## config.mk

```make
export PLATFORM = sky130hd
export DESIGN_NAME = usbsb_seq
export DESIGN_NICKNAME = d
export VERILOG_FILES = /design/src/core/usbsb_pkg.sv /design/src/core/usbsb_seq.sv
export SDC_FILE = /design/constraint.sdc
export NUM_CORES = 1
export LEC_CHECK = 0
export BUFFER_PORTS_ARGS = -buffer_cell sky130_fd_sc_hd__clkbuf_2
export CAP_MARGIN = 20
export CORE_ASPECT_RATIO = 0.7
export CORE_MARGIN = 2
export CORE_UTILIZATION = 45
export DETAILED_ROUTE_END_ITERATION = 8
export PLACE_DENSITY_LB_ADDON = 0.12
export SLEW_MARGIN = 20
export SYNTH_ARGS = -nofsm -noshare
export SYNTH_HDL_FRONTEND = slang
export SYNTH_SLANG_ARGS = --single-unit
```

## constraint.sdc

```tcl
create_clock -name sys_clk -period 3.4 [get_ports sys_clk]
set_clock_uncertainty 0.05 [all_clocks]
set_input_delay 0.17 -clock sys_clk [delete_from_list [all_inputs] [get_ports sys_clk]]
set_output_delay 0.17 -clock sys_clk [all_outputs]
set_load 0.05 [all_outputs]
```

## src/core/usbsb_pkg.sv

```systemverilog
// Package with constants and carrier types for the bridge bring-up sequencer
package usbsb_pkg;

  // Sequencer states
  typedef enum logic [3:0] {
    ST_BOOT_REQ,
    ST_BOOT_WAIT,
    ST_SATA_RST,
    ST_SATA_OOB,
    ST_SIG_WAIT,
    ST_IDENT,
    ST_DRV_CFG,
    ST_USB_CFG,
    ST_VBUS_WAIT,
    ST_SS_TRAIN,
    ST_HSFS,
    ST_READY,
    ST_NO_DRIVE
  } usbsb_state_t;

  // Negotiated SATA link rates
  localparam logic [1:0] SATA_RATE_NONE = 2'h0;
  localparam logic [1:0] SATA_RATE_1G5 = 2'h1;
  localparam logic [1:0] SATA_RATE_3G0 = 2'h2;

  // USB connection speeds
  localparam logic [1:0] USB_SPD_NONE = 2'h0;
  localparam logic [1:0] USB_SPD_FS = 2'h1;
  localparam logic [1:0] USB_SPD_HS = 2'h2;
  localparam logic [1:0] USB_SPD_SS = 2'h3;

  // Interface alternate settings: bulk-only primary, UASP as alternate 1
  localparam logic [7:0] ALT_BOT = 8'h00;
  localparam logic [7:0] ALT_UASP = 8'h01;

  // Width of the stored drive signature
  localparam int SIG_W = 32;

  // Timing: port reset pulse and SuperSpeed training timeout
  localparam int CLK_MHZ = 200;
  localparam int PORT_RST_NS = 1000;
  localparam int PORT_RST_CYC = (PORT_RST_NS * CLK_MHZ + 999) / 1000;
  localparam int SS_TRAIN_US = 360000;
  localparam int SS_TRAIN_CYC_DEF = SS_TRAIN_US * CLK_MHZ;
  localparam int CNT_W = 32;

  // Requests from the sequencer to its helpers, one-cycle pulses
  typedef struct packed {
    logic boot_start;
    logic ident_start;
    logic drv_cfg_start;
    logic usb_cfg_start;
  } usbsb_req_t;

  // Completions from the helpers, one-cycle pulses
  typedef struct packed {
    logic boot_done;
    logic ident_done;
    logic drv_cfg_done;
    logic usb_cfg_done;
  } usbsb_done_t;

  // SATA link status from the adapter's link layer
  typedef struct packed {
    logic oob_done;
    logic drive_found;
    logic [1:0] rate;
    logic fis_valid;
    logic [SIG_W-1:0] fis_sig;
  } usbsb_sata_t;

endpackage

```

## src/core/usbsb_seq.sv

```systemverilog
// Bring-up sequencer for the USB to SATA bridge
//
// What this block does
// - After reset release, load firmware from serial flash before any other setup.
// - Adapter setup issues a port reset, starting OOB detection and 3.0/1.5 Gbps choice.
// - Attach to USB only after USB setup, drive found, and VBUS present.
// - Try SuperSpeed first; on training timeout enable DP pull-up, attach HS/FS.
// - Bulk-only is primary interface; alternate setting 1 selects UASP.
// - First device-to-host FIS after negotiation is stored as port signature.
// - On drive connection issue IDENTIFY DEVICE, then configure drive features.
// - USB setup builds descriptors, endpoints, request-block memory and request blocks.
`timescale 1ns/1ps

module usbsb_seq #(
  parameter int SS_TRAIN_CYC = usbsb_pkg::SS_TRAIN_CYC_DEF
) (
  input wire logic sys_clk,
  input wire logic rst,
  // Pin reset, far-side status and host requests
  input wire logic global_reset_n,
  input wire usbsb_pkg::usbsb_done_t done_i,
  input wire usbsb_pkg::usbsb_sata_t sata_i,
  input wire logic vbus_present,
  input wire logic ss_train_ok,
  input wire logic upstream_hs,
  input wire logic set_if_valid,
  input wire logic [7:0] set_if_alt,
  // Registered outputs, each one a field of the state record
  output logic [3:0] req_o,
  output logic port_reset,
  output logic [usbsb_pkg::SIG_W-1:0] port_signature,
  output logic sig_valid,
  output logic [1:0] sata_rate,
  output logic ss_enable,
  output logic dp_pullup,
  output logic [1:0] usb_speed,
  output logic uasp_active,
  output logic no_drive,
  output logic ready
);

  // Whole state of the sequencer, one record
  typedef struct packed {
    usbsb_pkg::usbsb_state_t st;
    logic [usbsb_pkg::CNT_W-1:0] cnt;
    usbsb_pkg::usbsb_req_t req;
    logic port_reset;
    logic [usbsb_pkg::SIG_W-1:0] sig;
    logic sig_valid;
    logic [1:0] rate;
    logic drive_found;
    logic ss_enable;
    logic dp_pullup;
    logic [1:0] usb_speed;
    logic uasp;
    logic no_drive;
    logic ready;
  } usbsb_reg_t;

  usbsb_reg_t s_r;
  usbsb_reg_t s_nxt;

  // Alternate setting decode; anything but 1 falls back to bulk-only
  function automatic logic alt_is_uasp(input logic [7:0] alt);
    alt_is_uasp = (alt == usbsb_pkg::ALT_UASP);
  endfunction

  // Next-state logic; requests are single-cycle pulses
  always_comb begin
    s_nxt = s_r;
    s_nxt.req = '0;
    // Counter runs freely; each timed wait zeroes it on entry
    s_nxt.cnt = s_r.cnt + 32'h1;
    case (s_r.st)
      usbsb_pkg::ST_BOOT_REQ: begin
        // Global reset pin held low keeps everything parked
        if (global_reset_n) begin
          s_nxt.req.boot_start = 1'b1;
          s_nxt.st = usbsb_pkg::ST_BOOT_WAIT;
        end
      end
      usbsb_pkg::ST_BOOT_WAIT: begin
        // Nothing else is configured until the image is in RAM
        if (done_i.boot_done) begin
          s_nxt.st = usbsb_pkg::ST_SATA_RST;
          s_nxt.cnt = '0;
          s_nxt.port_reset = 1'b1;
        end
      end
      usbsb_pkg::ST_SATA_RST: begin
        // Pulse width is fixed; the OOB exchange starts as it ends
        if (s_r.cnt >= 32'(usbsb_pkg::PORT_RST_CYC - 1)) begin
          s_nxt.port_reset = 1'b0;
          s_nxt.st = usbsb_pkg::ST_SATA_OOB;
        end
      end
      usbsb_pkg::ST_SATA_OOB: begin
        // An empty port still completes OOB, only without a drive
        if (sata_i.oob_done) begin
          s_nxt.drive_found = sata_i.drive_found;
          s_nxt.rate = sata_i.drive_found ? sata_i.rate : usbsb_pkg::SATA_RATE_NONE;
          s_nxt.st = sata_i.drive_found ? usbsb_pkg::ST_SIG_WAIT : usbsb_pkg::ST_USB_CFG;
        end
      end
      usbsb_pkg::ST_SIG_WAIT: begin
        // Only the first FIS is kept as the signature
        if (sata_i.fis_valid && !s_r.sig_valid) begin
          s_nxt.sig = sata_i.fis_sig;
          s_nxt.sig_valid = 1'b1;
          s_nxt.req.ident_start = 1'b1;
          s_nxt.st = usbsb_pkg::ST_IDENT;
        end
      end
      usbsb_pkg::ST_IDENT: begin
        // Drive features are set only once its capabilities are known
        if (done_i.ident_done) begin
          s_nxt.req.drv_cfg_start = 1'b1;
          s_nxt.st = usbsb_pkg::ST_DRV_CFG;
        end
      end
      usbsb_pkg::ST_DRV_CFG: begin
        // USB side is set up last, so the host never meets an unready drive
        if (done_i.drv_cfg_done) begin
          s_nxt.req.usb_cfg_start = 1'b1;
          s_nxt.st = usbsb_pkg::ST_USB_CFG;
        end
      end
      usbsb_pkg::ST_USB_CFG: begin
        // No-drive path enters here without a request and parks detached
        if (!s_r.drive_found) begin
          s_nxt.no_drive = 1'b1;
          s_nxt.st = usbsb_pkg::ST_NO_DRIVE;
        end else if (done_i.usb_cfg_done) begin
          s_nxt.st = usbsb_pkg::ST_VBUS_WAIT;
        end
      end
      usbsb_pkg::ST_VBUS_WAIT: begin
        // Drive check repeated so that no path can attach without one
        if (vbus_present && s_r.drive_found) begin
          s_nxt.ss_enable = 1'b1;
          s_nxt.cnt = '0;
          s_nxt.st = usbsb_pkg::ST_SS_TRAIN;
        end
      end
      usbsb_pkg::ST_SS_TRAIN: begin
        if (!vbus_present) begin
          s_nxt.ss_enable = 1'b0;
          s_nxt.st = usbsb_pkg::ST_VBUS_WAIT;
        end else if (ss_train_ok) begin
          s_nxt.usb_speed = usbsb_pkg::USB_SPD_SS;
          s_nxt.ready = 1'b1;
          s_nxt.st = usbsb_pkg::ST_READY;
        end else if (s_r.cnt >= 32'(SS_TRAIN_CYC - 1)) begin
          // Timeout: drop SuperSpeed, present the pull-up instead
          s_nxt.ss_enable = 1'b0;
          s_nxt.dp_pullup = 1'b1;
          s_nxt.st = usbsb_pkg::ST_HSFS;
        end
      end
      usbsb_pkg::ST_HSFS: begin
        // Pull-up is already on; the speed follows the upstream port
        s_nxt.usb_speed = upstream_hs ? usbsb_pkg::USB_SPD_HS : usbsb_pkg::USB_SPD_FS;
        s_nxt.ready = 1'b1;
        s_nxt.st = usbsb_pkg::ST_READY;
      end
      usbsb_pkg::ST_READY: begin
        // Host picks the interface; bulk-only until alternate 1 is chosen
        if (set_if_valid) begin
          s_nxt.uasp = alt_is_uasp(set_if_alt);
        end
        if (!vbus_present) begin
          // Loss of VBUS detaches and returns to waiting
          s_nxt.ss_enable = 1'b0;
          s_nxt.dp_pullup = 1'b0;
          s_nxt.usb_speed = usbsb_pkg::USB_SPD_NONE;
          s_nxt.uasp = 1'b0;
          s_nxt.ready = 1'b0;
          s_nxt.st = usbsb_pkg::ST_VBUS_WAIT;
        end
      end
      usbsb_pkg::ST_NO_DRIVE: begin
        // Parked until a reset; attach outputs are forced off every cycle
        s_nxt.ss_enable = 1'b0;
        s_nxt.dp_pullup = 1'b0;
      end
      default: begin
        // Unused state codes restart the bring-up
        s_nxt.st = usbsb_pkg::ST_BOOT_REQ;
      end
    endcase
    // Pin reset restarts the whole bring-up, relying on the outside hold time
    if (!global_reset_n) begin
      s_nxt = '0;
      s_nxt.st = usbsb_pkg::ST_BOOT_REQ;
    end
  end

  // State register; rst clears it at once
  // The pin reset acts through the next-state logic, so it is synchronous
  always_ff @(posedge sys_clk or posedge rst) begin
    if (rst) begin
      s_r <= '0;
    end else begin
      s_r <= s_nxt;
    end
  end

  // Outputs straight from the state record
  assign req_o = s_r.req;
  assign port_reset = s_r.port_reset;
  assign port_signature = s_r.sig;
  assign sig_valid = s_r.sig_valid;
  assign sata_rate = s_r.rate;
  assign ss_enable = s_r.ss_enable;
  assign dp_pullup = s_r.dp_pullup;
  assign usb_speed = s_r.usb_speed;
  assign uasp_active = s_r.uasp;
  assign no_drive = s_r.no_drive;
  assign ready = s_r.ready;

endmodule

```

==> metrics.md, run 1 <==
| Metric | Value |
|---|---|
| Port bufs | 102 |
| Initial antenna violation count | 0 |
| Delay-heaviest family, CP | simple AND/OR/NAND/NOR gates |
| Post_cts resized | 0 |
| Drt first pass iters | 5 |
| Min-delay src | sata_i[29] |
| Outcome | complete, no violations |
| Grt ovf | 0 |
| Buf/Inv on CP | 0 |
| Synth top area share | 45.1% |
| Synth Register Bits | 84 |
| Syn Area/Cell | 8.98 µm² |
| P per Cell Area | 496 nW/µm² |
| Hold Crit Depth | 3 |
| Via density | 5.39 |
| Max-slew headroom | 55.6% |
| Cell taking the most area after synthesis | dfrtp_1 |
| Cell mode on critical path | nor2_1 |
| Worst setup path startpoint | s_r[48] |
| Distinct cells, synth | 58 |
| Final ANT Viol Nets | 0 |
| Synth area leaders | dfrtp_1 (45%), nand2_1 (7.2%), buf_4 (6.4%) |
| Worst Path Required | 3.58 ns |
| Mapped Area | 4660 µm² |
| CP max FO | 8 |
| P&R area growth vs syn | 15.0% |
| Tot GR Track Use | 19.8% |
| Routed wire length | 10,700 µm |
| Final Max Tran Viols | 0 |
| Register area share after synthesis | 45.1% |
| Period utilization | 71.1% |
| Clk sinks | 84 |
| Final min period | 2.42 ns |
| Reg clk slew, reported paths | 0.06 ns |
| Endpoints failing hold | 0 |
| Total Die Area | 11,200 µm² |
| Top post-synthesis cells by count | nand2_1 (89), dfrtp_1 (84), buf_4 (40) |
| DP Area | 4990 µm² |
| Type of origin of the critical path | register |
| Cell area after layout | 5360 µm² |
| Critical path type | reg2reg |
| Crit-path max cell delay | 0.58 ns |
| Drt wl/cell | 14.9 µm |
| RSZ-0062 raised after global routing | no |
| Finished Layout Cells | 714 |
| R2R cell count | 6 |
| Starting Density | 45.7% |
| Utilization after layout | 52.5% |
| Worst r2r src | s_r[48] |
| Root buffer cell | clkbuf_16 |
| Largest net degree at the start of global routing | 42 |
| CP Capture Type | register |
| Share of cells above drive strength 1 | 23.7% |
| Skew-Pair Late Insertion Delay | 0.34 ns |
| Die Y | 89.2 µm |
| Most common cell in the netlist | nand2_1 |
| Cts bufs inserted | 9 |
| Synth Warn # | 0 |
| Number of H-tree levels | 3 |
| Synth Net Count | 576 |
| Die span in x | 126 µm |
| CP max-delay cell | nor4_2 |
| Cells after synthesis | 519 |
| Final-report setup violation count | 0 |
| Setup Buffers After CTS | 0 |
| Synth Flop Type | dfrtp_1 |
| Total number of vias | 3,848 |
| CTS tree | done |
| FILL cells | 983 |
| Worst VDD drop | 0.000237 V |
| Async set-reset flop share out of synthesis | 100% |
| Slew @ Worst Pin | 0.665 ns |
| Residual DRC count | 0 |
| Lkg Pwr | 0.00238 µW |
| Vias in the first global route | 3,480 |
| Post-synth EDFFs | 0 |
| Final nets | 636 |
| First-pass GRT wire length | 17,900 µm |
| Total Power Consumption | 2660 µW |
| Dpl hpwl | 7520 µm |
| IO Pins | 103 |
| Final weighted congestion in routability-driven placement | 0.822 |
| CP arrival | 2.59 ns |
| Initial DRC count | 332 |
| Core area | 10,200 µm² |
| Setup_tns | 0 ns |
| Crit-path cells | ha_1 > a2111oi_0 > nor2_1 > nor4_2 > nor2_1 > a31o_2 |
| Core Rows | 31 |
| Worst Hold Class | in2reg |
| Highest clock rate | 413 MHz |
| Levels on crit path | 6 |
| Placed insts | 694 |
| # diodes | 0 |
| Max-Cap Viols | 0 |
| Clock Path Buffers | 2 |
[power by group]
group          total, µW  internal (µW)  switching, µW
sequential          1140           1050           90.6
combinational        504            174            329
clock               1020            636            379
[cell families after synthesis]
logic type	count (synthesis)	share of synthesized area, %
simple gates	231	25.2
compound gates	90	13.3
fa+ha+maj	1	0.268
xor+xnor	24	4.51
buf+inv	84	10.2
flops	84	45.1
mux	5	1.40
[final cells by class]
class                      count  area (µm²)  share of cell area, %
clock buffer                  10         229                   4.27
clock inverter                 4        76.3                   1.42
inverter                      15        57.6                   1.07
multi-input combinational    351        2080                   38.9
sequential                    84        2100                   39.2
tap                          132         165                   3.08
timing repair buffer         118         646                   12.0
[worst reg2reg max path, stage by stage, from the launching register on]
cell,delay (ns)
dfrtp_1,0.42
ha_1,0.29
a2111oi_0,0.44
nor2_1,0.11
nor4_2,0.58
nor2_1,0.16
a31o_2,0.26
[final timing paths]
path | to | slack, ns
max | s_r[81] | 0.98
min | port_signature[29] | 0.007
max reg2reg | s_r[81] | 0.98
min reg2reg | uasp_active | 0.44
max in group asynchronous | s_r[58] | 2.13
min in group asynchronous | port_signature[7] | 0.39
[cell usage in the layout (no fill, tap or decap), drive strengths merged, types with 4 or more instances in the layout]
| cell type | instances |
|---|---|
| and4 | 5 |
| nand3 | 22 |
| xnor2 | 15 |
| clkbuf | 112 |
| dlygate4sd3 | 6 |
| a31oi | 5 |
| o21ai | 14 |
| nor3 | 7 |
| and3 | 7 |
| nor2b | 8 |
| inv | 14 |
| nand2 | 89 |
| xor2 | 9 |
| nor3b | 4 |
| buf | 10 |
| o211ai | 4 |
| nor4 | 10 |
| dfrtp | 84 |
| or3 | 9 |
| nand2b | 4 |
| nand4 | 11 |
| nor2 | 36 |
| a21oi | 12 |
| a21boi | 35 |
[routing by layer]
metal	global-route usage [%]	routed length, µm
met2	28.9	4670
met3	5.57	550
met5	0	0
met4	4.44	87
met1	29.4	5350
[stage by stage]
stage,hold slack (ns),setup slack (ns)
detailed placement,0.227,1.02
CTS,0.000310,1.00
finish,0.00723,0.981
floorplan,0.261,1.01
global placement,0.219,1.10
global route,0.00650,0.630
[sequential cells by signal, indices dropped and copies added, names as in the netlist]
register and cells:
port_signature 32, port_reset 1, dp_pullup 1, req_o 4, s_r 37, uasp_active 1
sig_valid 1, sata_rate 2, ss_enable 1, no_drive 1, usb_speed 2, ready 1
[repair_timing]
item,CTS,global route
hold buffers,6,0
endpoints found under the hold margin,42,0
setup endpoints to repair,0,0
(Power assumes the default switching activity.)
==> inputs of run 2 (changes only) <==
==> constraint.sdc (replaced) <==
create_clock -name sys_clk -period 2.33 [get_ports sys_clk]
set_clock_uncertainty 0.05 [all_clocks]
set_input_delay 0.1165 -clock sys_clk [delete_from_list [all_inputs] [get_ports sys_clk]]
set_output_delay 0.1165 -clock sys_clk [all_outputs]
set_load 0.05 [all_outputs]
==> run 2 against run 1 <==
Register-to-register slack lost 0.84 ns. Final cell count grew 6.2%. Critical path depth shrank 1. Non-clock buffer count grew 42. Wire length grew 6.3%. Critical path type unchanged.
==> metrics.md, run 2 (synthesized netlist as in run 1, its figures left out) <==
| Metric | Value |
|---|---|
| Lkg Pwr | 0.00257 µW |
| Final min period | 2.19 ns |
| Root buffer cell | clkbuf_16 |
| FILL cells | 939 |
| Worst r2r src | s_r[82] |
| Total number of vias | 3,968 |
| Area of the multi-input gates | 2090 µm² |
| Register Area | 2100 µm² |
| Hold Crit Depth | 2 |
| Residual DRC count | 0 |
| Tot GR Track Use | 20.6% |
| Drt wl/cell | 14.9 µm |
| Die Y | 89.2 µm |
| Vias in the first global route | 3,721 |
| Grt ovf | 0 |
| P&R area growth vs syn | 23.8% |
| Top reg by flops | s_r |
| Core area | 10,200 µm² |
| Min-delay src | done_i[2] |
| Worst Path Required | 2.53 ns |
| Routed wire length | 11,300 µm |
| Max-Cap Viols | 0 |
| Endpoints failing hold | 0 |
| Gate power share | 22.3% |
| Clock power share | 36.0% |
| Internal | 2700 µW |
| Drt first pass iters | 4 |
| Cts bufs inserted | 9 |
| Dpl hpwl | 7540 µm |
| P per Cell Area | 676 nW/µm² |
| Min Hold Slack | 0.0230 ns |
| Outcome | complete, no violations |
| Max reg flops | 37 |
| Final ANT Viol Nets | 0 |
| Net Sw Power | 1210 µW |
| Slew @ Worst Pin | 0.551 ns |
| RSZ-0062 raised after global routing | no |
| Final Max Tran Viols | 0 |
| Type of origin of the critical path | register |
| Period utilization | 93.9% |
| CP max FO | 16 |
| Starting Density | 45.7% |
| CP arrival | 2.39 ns |
| CP Capture Type | register |
| Skew-Pair Late Insertion Delay | 0.34 ns |
| IO Pins | 103 |
| Max-slew headroom | 62.3% |
| # diodes | 0 |
| Leading cell types in the layout, fill and taps excluded | clkbuf_2 (102), nand2_1 (89), dfrtp_1 (84) |
| Worst VDD drop | 0.000332 V |
| Worst setup path startpoint | s_r[82] |
| Total Die Area | 11,200 µm² |
| Die span in x | 126 µm |
| Final nets | 678 |
| Final-report setup violation count | 0 |
| Initial antenna violation count | 0 |
| Clock Path Buffers | 2 |
| Setup_tns | 0 ns |
| Critical path type | reg2reg |
| Core Rows | 31 |
| Share of cells above drive strength 1 | 24.1% |
| Largest net degree at the start of global routing | 65 |
| Worst Hold Class | in2reg |
| First-pass GRT wire length | 18,500 µm |
| Final weighted congestion in routability-driven placement | 0.829 |
| R2R cell count | 5 |
| Reg clk slew, reported paths | 0.06 ns |
| Seq pwr share | 41.7% |
| Sw Ratio | 30.9% |
| Commonest non-fill, non-tap cell in the layout | clkbuf_2 |
| Via density | 5.23 |
| Initial DRC count | 306 |
| CTS tree | done |
| Number of H-tree levels | 3 |
| Clk sinks | 84 |
| Highest clock rate | 457 MHz |
| Port bufs | 102 |
==> run 2: cell types whose count changed in the layout (fill, tap and decap cells not counted), moves of 2 or more <==
cell	change
clkinvlp_4	+2
buf_4	+10
clkbuf_1	+2
buf_12	+3
dlygate4sd3_1	+29
==> run 2: path summary, 6_finish.rpt <==
check | to | slack, ns
max | s_r[82] | 0.14
min | req_o[1] | 0.02
max reg2reg | s_r[82] | 0.14
min reg2reg | uasp_active | 0.45
max in group asynchronous | s_r[73] | 1.27
min in group asynchronous | port_signature[5] | 0.30
==> run 2: metrics by stage <==
stage               area (µm²)  util, %  worst slack (ns)  instances  total power [µW]
floorplan                 4670        -             0.220        519              2240
global placement          5120     50.2             0.199        705              2450
detailed placement        5120     50.2             0.131        705              2460
CTS                       5750     56.4             0.122        756              3920
global route              5770     56.6            0.0298        758              4100
finish                    5770     56.6             0.142        758              3900
==> run 2: final cells by class <==
type | count | share of cell area, %
Clock buffer | 12 | 4.10
Clock inverter | 4 | 0.867
Inverter | 15 | 1.04
Multi-Input combinational cell | 351 | 36.1
Sequential cell | 84 | 36.4
Tap cell | 132 | 2.86
Timing Repair Buffer | 160 | 18.6
==> run 2: power by group through the flow <==
stage / Combinational (µW) / Clock (µW) / Sequential (µW)
after floorplan: 610 / 0 / 1630
after global placement: 808 / 0 / 1640
after detailed placement: 812 / 0 / 1650
after CTS: 860 / 1430 / 1620
after global routing: 951 / 1500 / 1640
final: 871 / 1410 / 1630
==> run 2: per-layer routing <==
layer | share of wire, % | GRT usage, %
met1 | 49 | 28.9
met2 | 45 | 32.3
met3 | 4.7 | 4.55
met4 | 1.5 | 6.77
met5 | 0 | 0
==> run 2: critical path: stages (launching register included) <==
cell and delay (ns):
dfrtp_1 0.64, mux4_2 0.59, o211ai_1 0.39, buf_4 0.19, a311oi_1 0.05, a2bb2oi_1 0.20
==> run 2: timing repair <==
action,CTS,global route
hold buffers,35,0
endpoints found under the setup margin,0,4
buffers inserted,0,2
gates resized for setup,0,1
endpoints found under the hold margin,54,0
